## config.mk

```make
export PLATFORM = sky130hd
export DESIGN_NAME = quad_timer
export DESIGN_NICKNAME = d
export VERILOG_FILES = /design/src/inc/quad_timer_pkg.sv /design/src/rtl/quad_timer.sv
export VERILOG_INCLUDE_DIRS = /design/src /design/src/inc
export SDC_FILE = /design/constraint.sdc
export NUM_CORES = 1
export LEC_CHECK = 0
export BUFFER_PORTS_ARGS = -buffer_cell sky130_fd_sc_hd__buf_4
export CORE_ASPECT_RATIO = 1.75
export CORE_MARGIN = 3
export CORE_UTILIZATION = 50
export CTS_CLUSTER_DIAMETER = 40
export CTS_CLUSTER_SIZE = 10
export DETAILED_ROUTE_END_ITERATION = 16
export GPL_TIMING_DRIVEN = 0
export PLACE_DENSITY = 0.72
export SYNTH_ARGS = -nofsm -noshare
export SYNTH_HDL_FRONTEND = slang
export SYNTH_SLANG_ARGS = --single-unit
```

## constraint.sdc

```tcl
create_clock -name aclk -period 5.4 [get_ports aclk]
set_input_delay 1.08 -clock aclk [delete_from_list [all_inputs] [get_ports aclk]]
set_output_delay 1.08 -clock aclk [all_outputs]
set_load 0.01 [all_outputs]
```

## src/inc/quad_timer_consts.svh

```systemverilog
// Register map, field positions and codes for the quad timer
`ifndef QUAD_TIMER_CONSTS_SVH
`define QUAD_TIMER_CONSTS_SVH
// Register kinds; timer i occupies byte offsets 16*i .. 16*i+12
`define QT_K_CTRL     3'h0
`define QT_K_COUNT    3'h1
`define QT_K_DATA     3'h2
`define QT_K_STAT     3'h3
`define QT_K_IRQ      3'h4
`define QT_K_NONE     3'h7
`define QT_OFF_CTRL   8'h00
`define QT_OFF_COUNT  8'h04
`define QT_OFF_DATA   8'h08
`define QT_OFF_STAT   8'h0C
`define QT_OFF_IRQ    8'h40
// Control word fields
`define QT_B_RUN      0
`define QT_B_ECAP     1
`define QT_B_FMEAS    2
`define QT_B_CSEL     4
// Status word fields
`define QT_B_OVF      0
`define QT_B_CAP      1
// Interrupt control word: enables in [3:0]
`define QT_B_MIE      4
// Clock select codes
`define QT_CSEL_SLOW  2'h0
`define QT_CSEL_FAST  2'h1
`define QT_CSEL_EXT   2'h2
`define QT_CSEL_PAIR  2'h3
`define QT_CNT_MAX    8'hFF
`define QT_CNT_ZERO   8'h00
`define QT_VEC_BASE   16'h0020
`define QT_VEC_STEP   16'h0002
`define QT_RESP_OK    2'h0
`define QT_RESP_ERR   2'h2
`endif

```

## src/inc/quad_timer_pkg.sv

```systemverilog
// Types for the quad timer
`default_nettype none
package quad_timer_pkg;
  typedef enum logic [2:0] {
    PH_IDLE  = 3'h1,
    PH_ARMED = 3'h2,
    PH_COUNT = 3'h4
  } phase_e;

  typedef struct packed {
    logic [3:0][7:0] cnt;
    logic [3:0][7:0] dat;
    logic [3:0][1:0] csel;
    phase_e [3:0]    ph;
    logic [3:0]      run;
    logic [3:0]      ovf;
    logic [3:0]      irq;
    logic [3:0]      ien;
    logic            master_irq_enable;
    logic [1:0]      ecap;
    logic [1:0]      fmeas;
    logic [1:0]      capf;
    logic [1:0]      fm_go;
    logic [3:0]      clk_prev;
    logic [1:0]      cap_prev;
    logic            tb_prev;
    logic            aw_have;
    logic            w_have;
    logic [7:0]      aw_addr;
    logic [31:0]     w_data;
    logic [3:0]      w_strb;
    logic            bvalid;
    logic [1:0]      bresp;
    logic            rvalid;
    logic [1:0]      rresp;
    logic [31:0]     rdata;
  } state_s;
endpackage : quad_timer_pkg
`default_nettype wire

```

## src/rtl/quad_timer.sv

```systemverilog
// Four 8-bit reload/capture timers behind an AXI4-Lite slave
// Behaviour
// - Each timer is an 8-bit up-counter stepping on falling edges of its clock.
// - Writing a counter also writes the same value into its data register.
// - Counter reads and writes are always accepted; internal-clock accuracy not guaranteed.
// - Every overflow, except that of the lower timer of a 16-bit pair, pulses the timer interrupt and inverts its overflow flag.
// - Overflow flags of timers 0 and 1 drive two output pins.
// - Processor interrupt needs master and own enable; vectors 0020H to 0026H.
// - Auto-reload: overflow loads the data register into the counter, counting continues.
// - Run bit 1 starts counting, 0 halts it.
// - In a 16-bit pair the lower run bit controls both; upper ignored.
// - A 16-bit overflow pulses the upper interrupt and toggles the upper flag.
// - Counting starts on second clock fall after run set, stops on first after clear.
// - Capture mode: capture input level change copies counter into data register.
// - Capture mode never reloads; overflow wraps FFH to 00H.
// - Capture sets a flag blocking further captures; status read clears it.
// - Timer 1 clocked by timer 0 overflow forms a 16-bit capture pair.
// - Capture completes within one timer clock period of the input change.
// - With frequency bit set, counting starts at the next 64 Hz falling edge.
// - Gate pulse clears the frequency bit; count halts at next clock fall.
// - Timers 0 and 2 overflows can clock timers 1 and 3.
// - External clocks are sampled by the system clock; levels exceed one cycle.
// - Writing the data register leaves the counter unchanged.
`timescale 1ns/100ps
`default_nettype none
`include "quad_timer_consts.svh"

module quad_timer (
  // Clock and reset
  input  wire logic        aclk,
  input  wire logic        aresetn,
  // AXI4-Lite write
  input  wire logic [7:0]  awaddr,
  input  wire logic        awvalid,
  output logic             awready,
  input  wire logic [31:0] wdata,
  input  wire logic [3:0]  wstrb,
  input  wire logic        wvalid,
  output logic             wready,
  output logic [1:0]       bresp,
  output logic             bvalid,
  input  wire logic        bready,
  // AXI4-Lite read
  input  wire logic [7:0]  araddr,
  input  wire logic        arvalid,
  output logic             arready,
  output logic [31:0]      rdata,
  output logic [1:0]       rresp,
  output logic             rvalid,
  input  wire logic        rready,
  // Timer clock sources
  input  wire logic        slow_timebase_clock,
  input  wire logic        fast_osc_clock,
  input  wire logic        ext_clk_even_timers,
  input  wire logic        ext_clk_odd_timers,
  // Frequency measurement timing
  input  wire logic        timebase_64hz,
  input  wire logic        measure_gate_pulse,
  // Capture inputs
  input  wire logic        capture_pin0,
  input  wire logic        capture_pin1,
  // Overflow flag pins
  output logic             t0_overflow_toggle,
  output logic             t1_overflow_toggle,
  // Interrupts
  output logic             t0_irq,
  output logic             t1_irq,
  output logic             t2_irq,
  output logic             t3_irq,
  output logic             cpu_irq_req,
  output logic [15:0]      cpu_irq_vector
);

  quad_timer_pkg::state_s st_q;
  quad_timer_pkg::state_s st_d;
  logic [3:0] src_now;
  logic [3:0] src_fall;
  logic [3:0] tfall;
  logic [3:0] run_req;
  logic [3:0] cnting;
  logic [3:0] inc;
  logic [3:0] ovf_ev;
  logic [3:0] irq_ev;
  logic [3:0] wrap_zero;
  logic [1:0] pair;
  logic [1:0] capmode;
  logic [1:0] cap_edge;
  logic [1:0] cap_ev;
  logic       tb_fall;
  logic       wr_go;
  logic       rd_go;
  logic [2:0] wkind;
  logic [2:0] rkind;
  logic [1:0] wt;
  logic [1:0] rt;
  logic [7:0] wd;
  logic [31:0] rword;
  function automatic logic [2:0] reg_kind(input logic [7:0] a);
    reg_kind = (a[7:6] == 2'h0) ? {1'b0, a[3:2]} :
               (a == `QT_OFF_IRQ) ? `QT_K_IRQ : `QT_K_NONE;
  endfunction : reg_kind
  // Pins are synchronous; one stored sample gives the falling edge
  assign src_now  = {ext_clk_odd_timers, ext_clk_even_timers, fast_osc_clock,
                     slow_timebase_clock};
  assign src_fall = st_q.clk_prev & ~src_now;
  assign tb_fall  = st_q.tb_prev & ~timebase_64hz;
  assign pair[0]  = st_q.csel[1] == `QT_CSEL_PAIR;
  assign pair[1]  = st_q.csel[3] == `QT_CSEL_PAIR;
  assign run_req  = {st_q.run[3], st_q.run[2] | st_q.fm_go[1],
                     st_q.run[1], st_q.run[0] | st_q.fm_go[0]};
  genvar gi;
  generate
    for (gi = 0; gi < 4; gi++)
    begin : g_tmr
      localparam int EXT = 2 + (gi % 2);
      assign tfall[gi] = (st_q.csel[gi] == `QT_CSEL_FAST) ? src_fall[1] :
                         (st_q.csel[gi] == `QT_CSEL_EXT)  ? src_fall[EXT] :
                         src_fall[0];
      assign cnting[gi] = tfall[gi] & (st_q.ph[gi] != quad_timer_pkg::PH_IDLE)
                          & run_req[gi];
      assign ovf_ev[gi] = inc[gi] & (st_q.cnt[gi] == `QT_CNT_MAX);
      if (gi % 2 == 0)
      begin : g_low
        assign inc[gi] = cnting[gi];
        // Lower half reloads only with the whole pair
        assign wrap_zero[gi] = ((gi == 0) & capmode[0]) |
                               (pair[gi/2] & (st_q.cnt[gi+1] != `QT_CNT_MAX));
        assign irq_ev[gi] = ovf_ev[gi] & ~pair[gi/2];
      end
      else
      begin : g_up
        // Upper timer ignores its run bit when paired
        assign inc[gi] = pair[gi/2] ? ovf_ev[gi-1] : cnting[gi];
        assign wrap_zero[gi] = (gi == 1) & capmode[1];
        assign irq_ev[gi] = ovf_ev[gi];
      end
    end
  endgenerate
  // Capture detect; any level change counts
  assign capmode[0]  = st_q.ecap[0] & ~st_q.fmeas[0];
  assign capmode[1]  = st_q.ecap[1] | (pair[0] & capmode[0]);
  assign cap_edge[0] = st_q.cap_prev[0] ^ capture_pin0;
  assign cap_edge[1] = st_q.cap_prev[1] ^ capture_pin1;
  assign cap_ev[0]   = cap_edge[0] & capmode[0] & ~st_q.capf[0] & run_req[0]
                       & (st_q.ph[0] == quad_timer_pkg::PH_COUNT);
  assign cap_ev[1]   = pair[0] ? cap_ev[0] :
                       (cap_edge[1] & st_q.ecap[1] & ~st_q.capf[1] & st_q.run[1]
                       & (st_q.ph[1] == quad_timer_pkg::PH_COUNT));
  // Bus decode
  assign wr_go = st_q.aw_have & st_q.w_have & ~st_q.bvalid;
  assign wkind = reg_kind(st_q.aw_addr);
  assign wt    = st_q.aw_addr[5:4];
  assign wd    = st_q.w_data[7:0];
  assign rd_go = arvalid & ~st_q.rvalid;
  assign rkind = reg_kind(araddr);
  assign rt    = araddr[5:4];
  always_comb
  begin
    rword = 32'h0000_0000;
    case (rkind)
      `QT_K_CTRL:
      begin
        rword[`QT_B_RUN] = st_q.run[rt];
        rword[`QT_B_ECAP] = (rt < 2'h2) & st_q.ecap[rt[0]];
        rword[`QT_B_FMEAS] = (rt == 2'h0) ? st_q.fmeas[0] :
                             (rt == 2'h2) ? st_q.fmeas[1] : 1'b0;
        rword[`QT_B_CSEL+1:`QT_B_CSEL] = st_q.csel[rt];
      end
      `QT_K_COUNT: rword[7:0] = st_q.cnt[rt];
      `QT_K_DATA:  rword[7:0] = st_q.dat[rt];
      `QT_K_STAT:
      begin
        rword[`QT_B_OVF] = st_q.ovf[rt];
        rword[`QT_B_CAP] = (rt < 2'h2) & st_q.capf[rt[0]];
      end
      `QT_K_IRQ:
      begin
        rword[3:0] = st_q.ien;
        rword[`QT_B_MIE] = st_q.master_irq_enable;
      end
      default: rword = 32'h0000_0000;
    endcase
  end
  always_comb
  begin
    st_d = st_q;
    st_d.irq = 4'h0;
    st_d.clk_prev = src_now;
    st_d.cap_prev = {capture_pin1, capture_pin0};
    st_d.tb_prev = timebase_64hz;
    // Counting and run phase
    for (int i = 0; i < 4; i++)
    begin
      if (tfall[i] & ~(i[0] & pair[i>>1]))
      begin
        case (st_q.ph[i])
          quad_timer_pkg::PH_IDLE:
            if (run_req[i])
              st_d.ph[i] = quad_timer_pkg::PH_ARMED;
          quad_timer_pkg::PH_ARMED:
            st_d.ph[i] = run_req[i] ? quad_timer_pkg::PH_COUNT
                                    : quad_timer_pkg::PH_IDLE;
          quad_timer_pkg::PH_COUNT:
            if (!run_req[i])
              st_d.ph[i] = quad_timer_pkg::PH_IDLE;
          default: st_d.ph[i] = quad_timer_pkg::PH_IDLE;
        endcase
      end
      if (inc[i])
      begin
        if (ovf_ev[i])
          st_d.cnt[i] = wrap_zero[i] ? `QT_CNT_ZERO : st_q.dat[i];
        else
          st_d.cnt[i] = 8'(st_q.cnt[i] + 8'h01);
      end
      if (irq_ev[i])
      begin
        st_d.ovf[i] = ~st_q.ovf[i];
        st_d.irq[i] = 1'b1;
      end
    end
    // Status read clears the flag; a capture in the same cycle wins
    if (rd_go && rkind == `QT_K_STAT && rt < 2'h2)
      st_d.capf[rt[0]] = 1'b0;
    for (int j = 0; j < 2; j++)
    begin
      if (cap_ev[j])
      begin
        st_d.dat[j] = st_q.cnt[j];
        st_d.capf[j] = 1'b1;
      end
    end
    // Frequency measurement on timers 0 and 2
    for (int j = 0; j < 2; j++)
    begin
      if (st_q.fmeas[j] && !st_q.fm_go[j] && tb_fall)
      begin
        st_d.fm_go[j] = 1'b1;
        st_d.ph[2*j] = quad_timer_pkg::PH_COUNT;
      end
      if (st_q.fm_go[j] && measure_gate_pulse)
        st_d.fmeas[j] = 1'b0;
      if (!st_q.fmeas[j])
        st_d.fm_go[j] = 1'b0;
    end
    // Write channel; a register write overrides counting
    if (awvalid && !st_q.aw_have)
    begin
      st_d.aw_have = 1'b1;
      st_d.aw_addr = awaddr;
    end
    if (wvalid && !st_q.w_have)
    begin
      st_d.w_have = 1'b1;
      st_d.w_data = wdata;
      st_d.w_strb = wstrb;
    end
    if (st_q.bvalid && bready)
      st_d.bvalid = 1'b0;
    if (wr_go)
    begin
      st_d.aw_have = 1'b0;
      st_d.w_have = 1'b0;
      st_d.bvalid = 1'b1;
      st_d.bresp = (wkind == `QT_K_NONE) ? `QT_RESP_ERR : `QT_RESP_OK;
      if (st_q.w_strb[0])
      begin
        case (wkind)
          `QT_K_CTRL:
          begin
            st_d.run[wt] = wd[`QT_B_RUN];
            st_d.csel[wt] = wd[`QT_B_CSEL+1:`QT_B_CSEL];
            if (wt == 2'h0)
              st_d.fmeas[0] = wd[`QT_B_FMEAS];
            if (wt == 2'h2)
              st_d.fmeas[1] = wd[`QT_B_FMEAS];
            if (wt < 2'h2)
              st_d.ecap[wt[0]] = wd[`QT_B_ECAP];
          end
          `QT_K_COUNT:
          begin
            st_d.cnt[wt] = wd;
            st_d.dat[wt] = wd;
          end
          `QT_K_DATA: st_d.dat[wt] = wd;
          `QT_K_IRQ:
          begin
            st_d.ien = wd[3:0];
            st_d.master_irq_enable = wd[`QT_B_MIE];
          end
          default: st_d.master_irq_enable = st_q.master_irq_enable;
        endcase
      end
    end
    // Read channel
    if (st_q.rvalid && rready)
      st_d.rvalid = 1'b0;
    if (rd_go)
    begin
      st_d.rvalid = 1'b1;
      st_d.rdata = rword;
      st_d.rresp = (rkind == `QT_K_NONE) ? `QT_RESP_ERR : `QT_RESP_OK;
    end
  end
  always_ff @(posedge aclk)
  begin
    if (!aresetn)
    begin
      st_q <= '0;
      st_q.ph <= '{default: quad_timer_pkg::PH_IDLE};
    end
    else
    begin
      st_q <= st_d;
    end
  end

  // Outputs
  assign awready = ~st_q.aw_have;
  assign wready = ~st_q.w_have;
  assign bvalid = st_q.bvalid;
  assign bresp = st_q.bresp;
  assign arready = ~st_q.rvalid;
  assign rvalid = st_q.rvalid;
  assign rdata = st_q.rdata;
  assign rresp = st_q.rresp;
  assign t0_overflow_toggle = st_q.ovf[0];
  assign t1_overflow_toggle = st_q.ovf[1];
  assign t0_irq = st_q.irq[0];
  assign t1_irq = st_q.irq[1];
  assign t2_irq = st_q.irq[2];
  assign t3_irq = st_q.irq[3];
  assign cpu_irq_req = st_q.master_irq_enable & |(st_q.irq & st_q.ien);

  // Lowest timer wins when several fire together
  always_comb
  begin
    cpu_irq_vector = `QT_VEC_BASE;
    for (int k = 3; k >= 0; k--)
    begin
      if (st_q.irq[k] & st_q.ien[k])
        cpu_irq_vector = 16'(`QT_VEC_BASE + `QT_VEC_STEP * 16'(k));
    end
  end

  // Checks
  logic wr_t0_cnt;
  logic wr_t0_dat;
  assign wr_t0_cnt = wr_go & (wkind == `QT_K_COUNT) & (wt == 2'h0) & st_q.w_strb[0];
  assign wr_t0_dat = wr_go & (wkind == `QT_K_DATA) & (wt == 2'h0) & st_q.w_strb[0];
endmodule : quad_timer
`default_nettype wire

```

======== After elaboration in Yosys (flattened, before gate mapping) ========
Cells that the tools add are included.
word-level totals
  input port bits ......................... 67
  flip-flop bits (word level) ............. 149
  output and inout bits ................... 64
  logic and storage cells ................. 342
operators by class
  equal/unequal tests ..................... 57
  $add $sub $neg .......................... 4
  bitwise logic cells ..................... 65
  reductions and logical operators ........ 48
  order comparisons ....................... 9
  mux-type cells .......................... 114
operators by type and width
  kind                 number
  $mux 72              2
  $mux 8               17
  $mux 3               23
  $bwmux 32            2
  $mux 32              2
  $and 1x1->1          39
  $pmux 3 s3           4
  $mux 35              1
  $mux 1               34
  $add 8x1->8 const B  4
  $bmux 8 s2           2
  $eq 8x8->1 const B   4
  $reduce_and 3->1     9
  $eq 3x3->1 const B   8
  $eq 3x2->1 const B   7
  $mux 2               10
  $eq 3x1->1 const B   6
  $demux 8 s2          1
  $eq 2x2->1 const B   8
  $eq 8x7->1 const B   2
  $ne 2x2->1 const B   8
  $ne 8x8->1 const B   2
  $logic_and 1x1->1    15
  $not 1->1            15
  35 further kinds     72

======== Logic depth before layout (Yosys ltp) ========
  depth in word-level cells ............... 15
  depth in mapped cells ................... 9

======== Least setup slack after synthesis ========
OpenSTA, ideal clock, no wires.
  kind .................................... input -> register
  start point ............................. input port araddr[4]
  end point ............................... register st_q, in the netlist rdata[2]
  cell stages on the path ................. 6
  library setup time ...................... 0.117 ns
  path slack .............................. 2.722 ns
  arrival ................................. 2.560 ns
  path through ............................ buf_2 > buf_2 > mux4_2 > a22oi_1 > nand2_1 > a32o_1
between the ends
  longest elaborated chain between the ends .. 5
RTL lines
  what                                      RTL line           RTL
  start: declaration                        quad_timer.sv:44   input wire logic [7:0] araddr,
  $eq 8x7->1 (no line)                      n/a
  $mux 2 (no line)                          n/a
  $mux 3 (no line)                          n/a
  $eq 3x3->1, or another cell as far along  quad_timer.sv:160  case (rkind)
  $pmux 1 s4 *                              quad_timer.sv:160
  end signal: assignment                    quad_timer.sv:314  st_q <= st_d;
  end: declaration                          quad_timer.sv:74   quad_timer_pkg::state_s st_q;
Mark *: on every way between the ends. The rest lies on a longest branch, timed or not. The select of a mux whose other input is x is not followed.
A chain may end at the register's enable or synchronous reset.

======== Worst setup path after layout ========
  start point ............................. input port aresetn
  end point ............................... register st_q[100] in the netlist's numbering
RTL lines
  what                RTL line          RTL
  start: declaration  quad_timer.sv:31  input wire logic aresetn,
No word-level cell between the ends.

==> flow_summary.toml <==
[outcome]
status = "completed"

[placed_design]
hpwlAfterDp_um = 20700
io_buffers = 59
place_ws_ps = 2300
gp_congestion = 1.00

[power_and_ir_drop]
total_leakage_power_nw = 3.72
peakVddDrop_uv = 177
power_density_mw_per_mm2 = 265

[floorplanning]
design.core.area_mm2 = 0.0160
num_io_pins = 131
die_h_um = 175
dieWidth_um = 103
die_area_mm2 = 0.0180
rows = 61
start_util_pct = 51.2

[cells_and_area]
layout.nets = 1130
final_layout_size_suffix_gt1_share_pct = 19.4
largest_reg_flops = 127
largest_register = "st_q"
area_growth_syn_to_layout_pct = 17.2

[synthesis]
yosysWarnings = 0
synth_edf_count = 0
ys.flop_type = "dfxtp_1"
synth_area_leader_cell = "dfxtp_1"
postSynthCellCount = 943
synthTopCellsByArea = "dfxtp_1, mux2i_1, a21oi_1"
yosys.area.top_type_share_pct = 36.0
postSynthAreaPerCell_um2 = 8.66
async_reset_ff_share_pct = 0
ys_types = 84
yosysSeqAreaShare_pct = 36.0
ys_seq_elements = 147
synth_area_mm2 = 0.00817

[setup_path]
slowest_delay_ps = 640
path_class = "in -> reg"
crit_slowest_cell = "buf_1"
critPathTopFamily = "buffers and inverters"
crit_path_max_fanout = 10
cp_data_arrival_time_ps = 2970
cpMostUsedCell = "clkbuf_1"
critical_path.cell_chain = "clkbuf_1 -> clkinv_1 -> clkbuf_1 -> buf_1 -> nor2_1"
start_kind = "primary input"
cp_data_required_time_ps = 5690
cp_num_buf_inv = 4
startpoint = "aresetn"
rr_startpoint = "st_q[184]"
end_kind = "register"

[routing]
drtIter0Drc = 682
drt_wl_total_um = 27500
drt_first_pass_iters = 5
drt.antenna.violating_nets = 0
routedWlPerCell_um = 21.8
route.vias.total = 7758
drc_errors = 0
via_per_inst = 6.15

[worst_hold_path]
min_from = "st_q[38]"
hp-class = "reg -> reg"

[sta]
slew_headroom_pct = 41.0
timing.setup.tns_ps = 0
drv_slew = 0
finalSetupViolCount = 0
skew_ps = 12.5
worst_pin_slew_ps = 886
maxClockFrequency_mhz = 372
setup_ws_ps = 2710
rsz0062_at_grt = "false"
hold_viol = 0
min_period_over_period_pct = 49.8
min_period_ps = 2690

[grt]
grt_pass1_vias = 7489
grt_overflow = 0
grt_usage_pct = 31.2
grt_max_degree = 17
grt_pass1_wl_um = 42100
antenna_found_initial = 0

[clock_tree]
postCtsSetupRepairBufs = 0
cts_resized = 0
clockRootBuffer = "clkbuf_16"
htree_levels = 4
clock_latency_ps = 440
clkSlewWorstSetupHoldPaths_ps = 70
cts_buffers = 17
cts_sinks = 147
ctsHoldBuffers = 0
cts_tree = "yes"
cts_max_path_buffers = 2

[job]
cap_viol_max_count = 0
[report_power, final]
group / switching (mW) / total (mW) / internal (mW)
Combinational: 0.134 / 0.224 / 0.0897
Clock: 0.544 / 1.20 / 0.657
Sequential: 0.0167 / 1.12 / 1.10
Total: 0.694 / 2.54 / 1.85
[final timing paths]
path,end,slack (ps),depth (start not counted)
worst min register to register,st_q[38],490,2
worst max register to register,st_q[111],2880,7
worst min-delay path,st_q[38],490,2
worst max-delay path,st_q[100],2710,5
[per-layer routing]
metal,global-route usage (%),part of all wire [%]
met5,0,0
met4,21.2,7.4
met3,5.03,7.6
met2,51.9,49
met1,35.6,36
[cells in the final DEF, fill, tap and decap left out, types with 5 or more instances in the layout]
cell         n
dfxtp_1    147
buf_4      111
nand2_1     99
nor2_1      85
a21oi_1     81
mux2i_1     56
nand3_1     43
conb_1      40
clkbuf_1    34
o21ai_0     33
a31oi_1     18
mux4_2      18
buf_2       17
clkbuf_16   17
nor3_1      16
and2_1      15
nor2b_1     12
and3_1      12
a211oi_1    12
o22ai_1     11
inv_1        9
nand2b_1     9
o32ai_1      9
xnor2_1      8
inv_6        8
a22oi_1      7
xor2_1       7
nand4_1      7
a221oi_1     6
and4_1       5
or2_2        5
[worst register-to-register path, stage by stage, from the launching register on]
cell and delay (ps):
dfxtp_1 480, ha_1 270, and4_1 340, nand4_4 200, o31ai_4 520, and2b_1 360, xnor2_1 160, nor2_1 50
[cells in the mapped netlist, drive strengths merged, types with 4 or more instances]
cell type and count:
nor3 16, a21oi 81, nor2 85, xor2 7, mux2i 56, and4 5, nor4b 4, nand4 8
and2 15, xnor2 8, nand3 44, or3b 5, a211oi 13, o32ai 10, nor2b 12, nand2b 9
a31oi 19, or2 5, a22oi 7, mux4 18, nor4 5, o22ai 11, a221oi 6, dfxtp 147
a311oi 5, clkbuf 35, o21ai 35, buf 75, inv 9, ha 4, and3 12, nand2 99
nor4bb 4
[cell families (layout without fill, tap and decap cells)]
family | Yosys count | after routing | share of synthesized area (%)
compound gates | 231 | 231 | 19.0
xor+xnor | 15 | 15 | 1.61
fa+ha+maj | 4 | 4 | 0.613
buf+inv | 120 | 210 | 8.36
flops | 147 | 147 | 36.0
mux | 76 | 76 | 12.1
other cells | 2 | 41 | 0.0919
simple gates | 348 | 348 | 22.2
[stage by stage]
step | area [µm²] | util [%] | total power, mW | cells | hold WS, ps
2_1_floorplan | 8310 | - | 1.28 | 981 | 446
3_3_place_gp | 8990 | 56.4 | 1.36 | 1229 | 472
3_5_place_dp | 8990 | 56.4 | 1.36 | 1229 | 468
4_1_cts | 9570 | 60.0 | 2.54 | 1260 | 484
5_1_grt | 9570 | 60.0 | 2.61 | 1260 | 523
6_report | 9580 | 60.0 | 2.54 | 1261 | 486
[layout make-up]
type                       count  area, µm²
inverter                      10       37.5
fill                        1475       6370
timing repair buffer          59        443
tap                          189        236
multi-input combinational    714       4680
clock inverter                14        159
buffer                       110        646
antenna                        1       2.50
clock buffer                  17        425
sequential                   147       2940
Power figures use the tool's default switching activity.
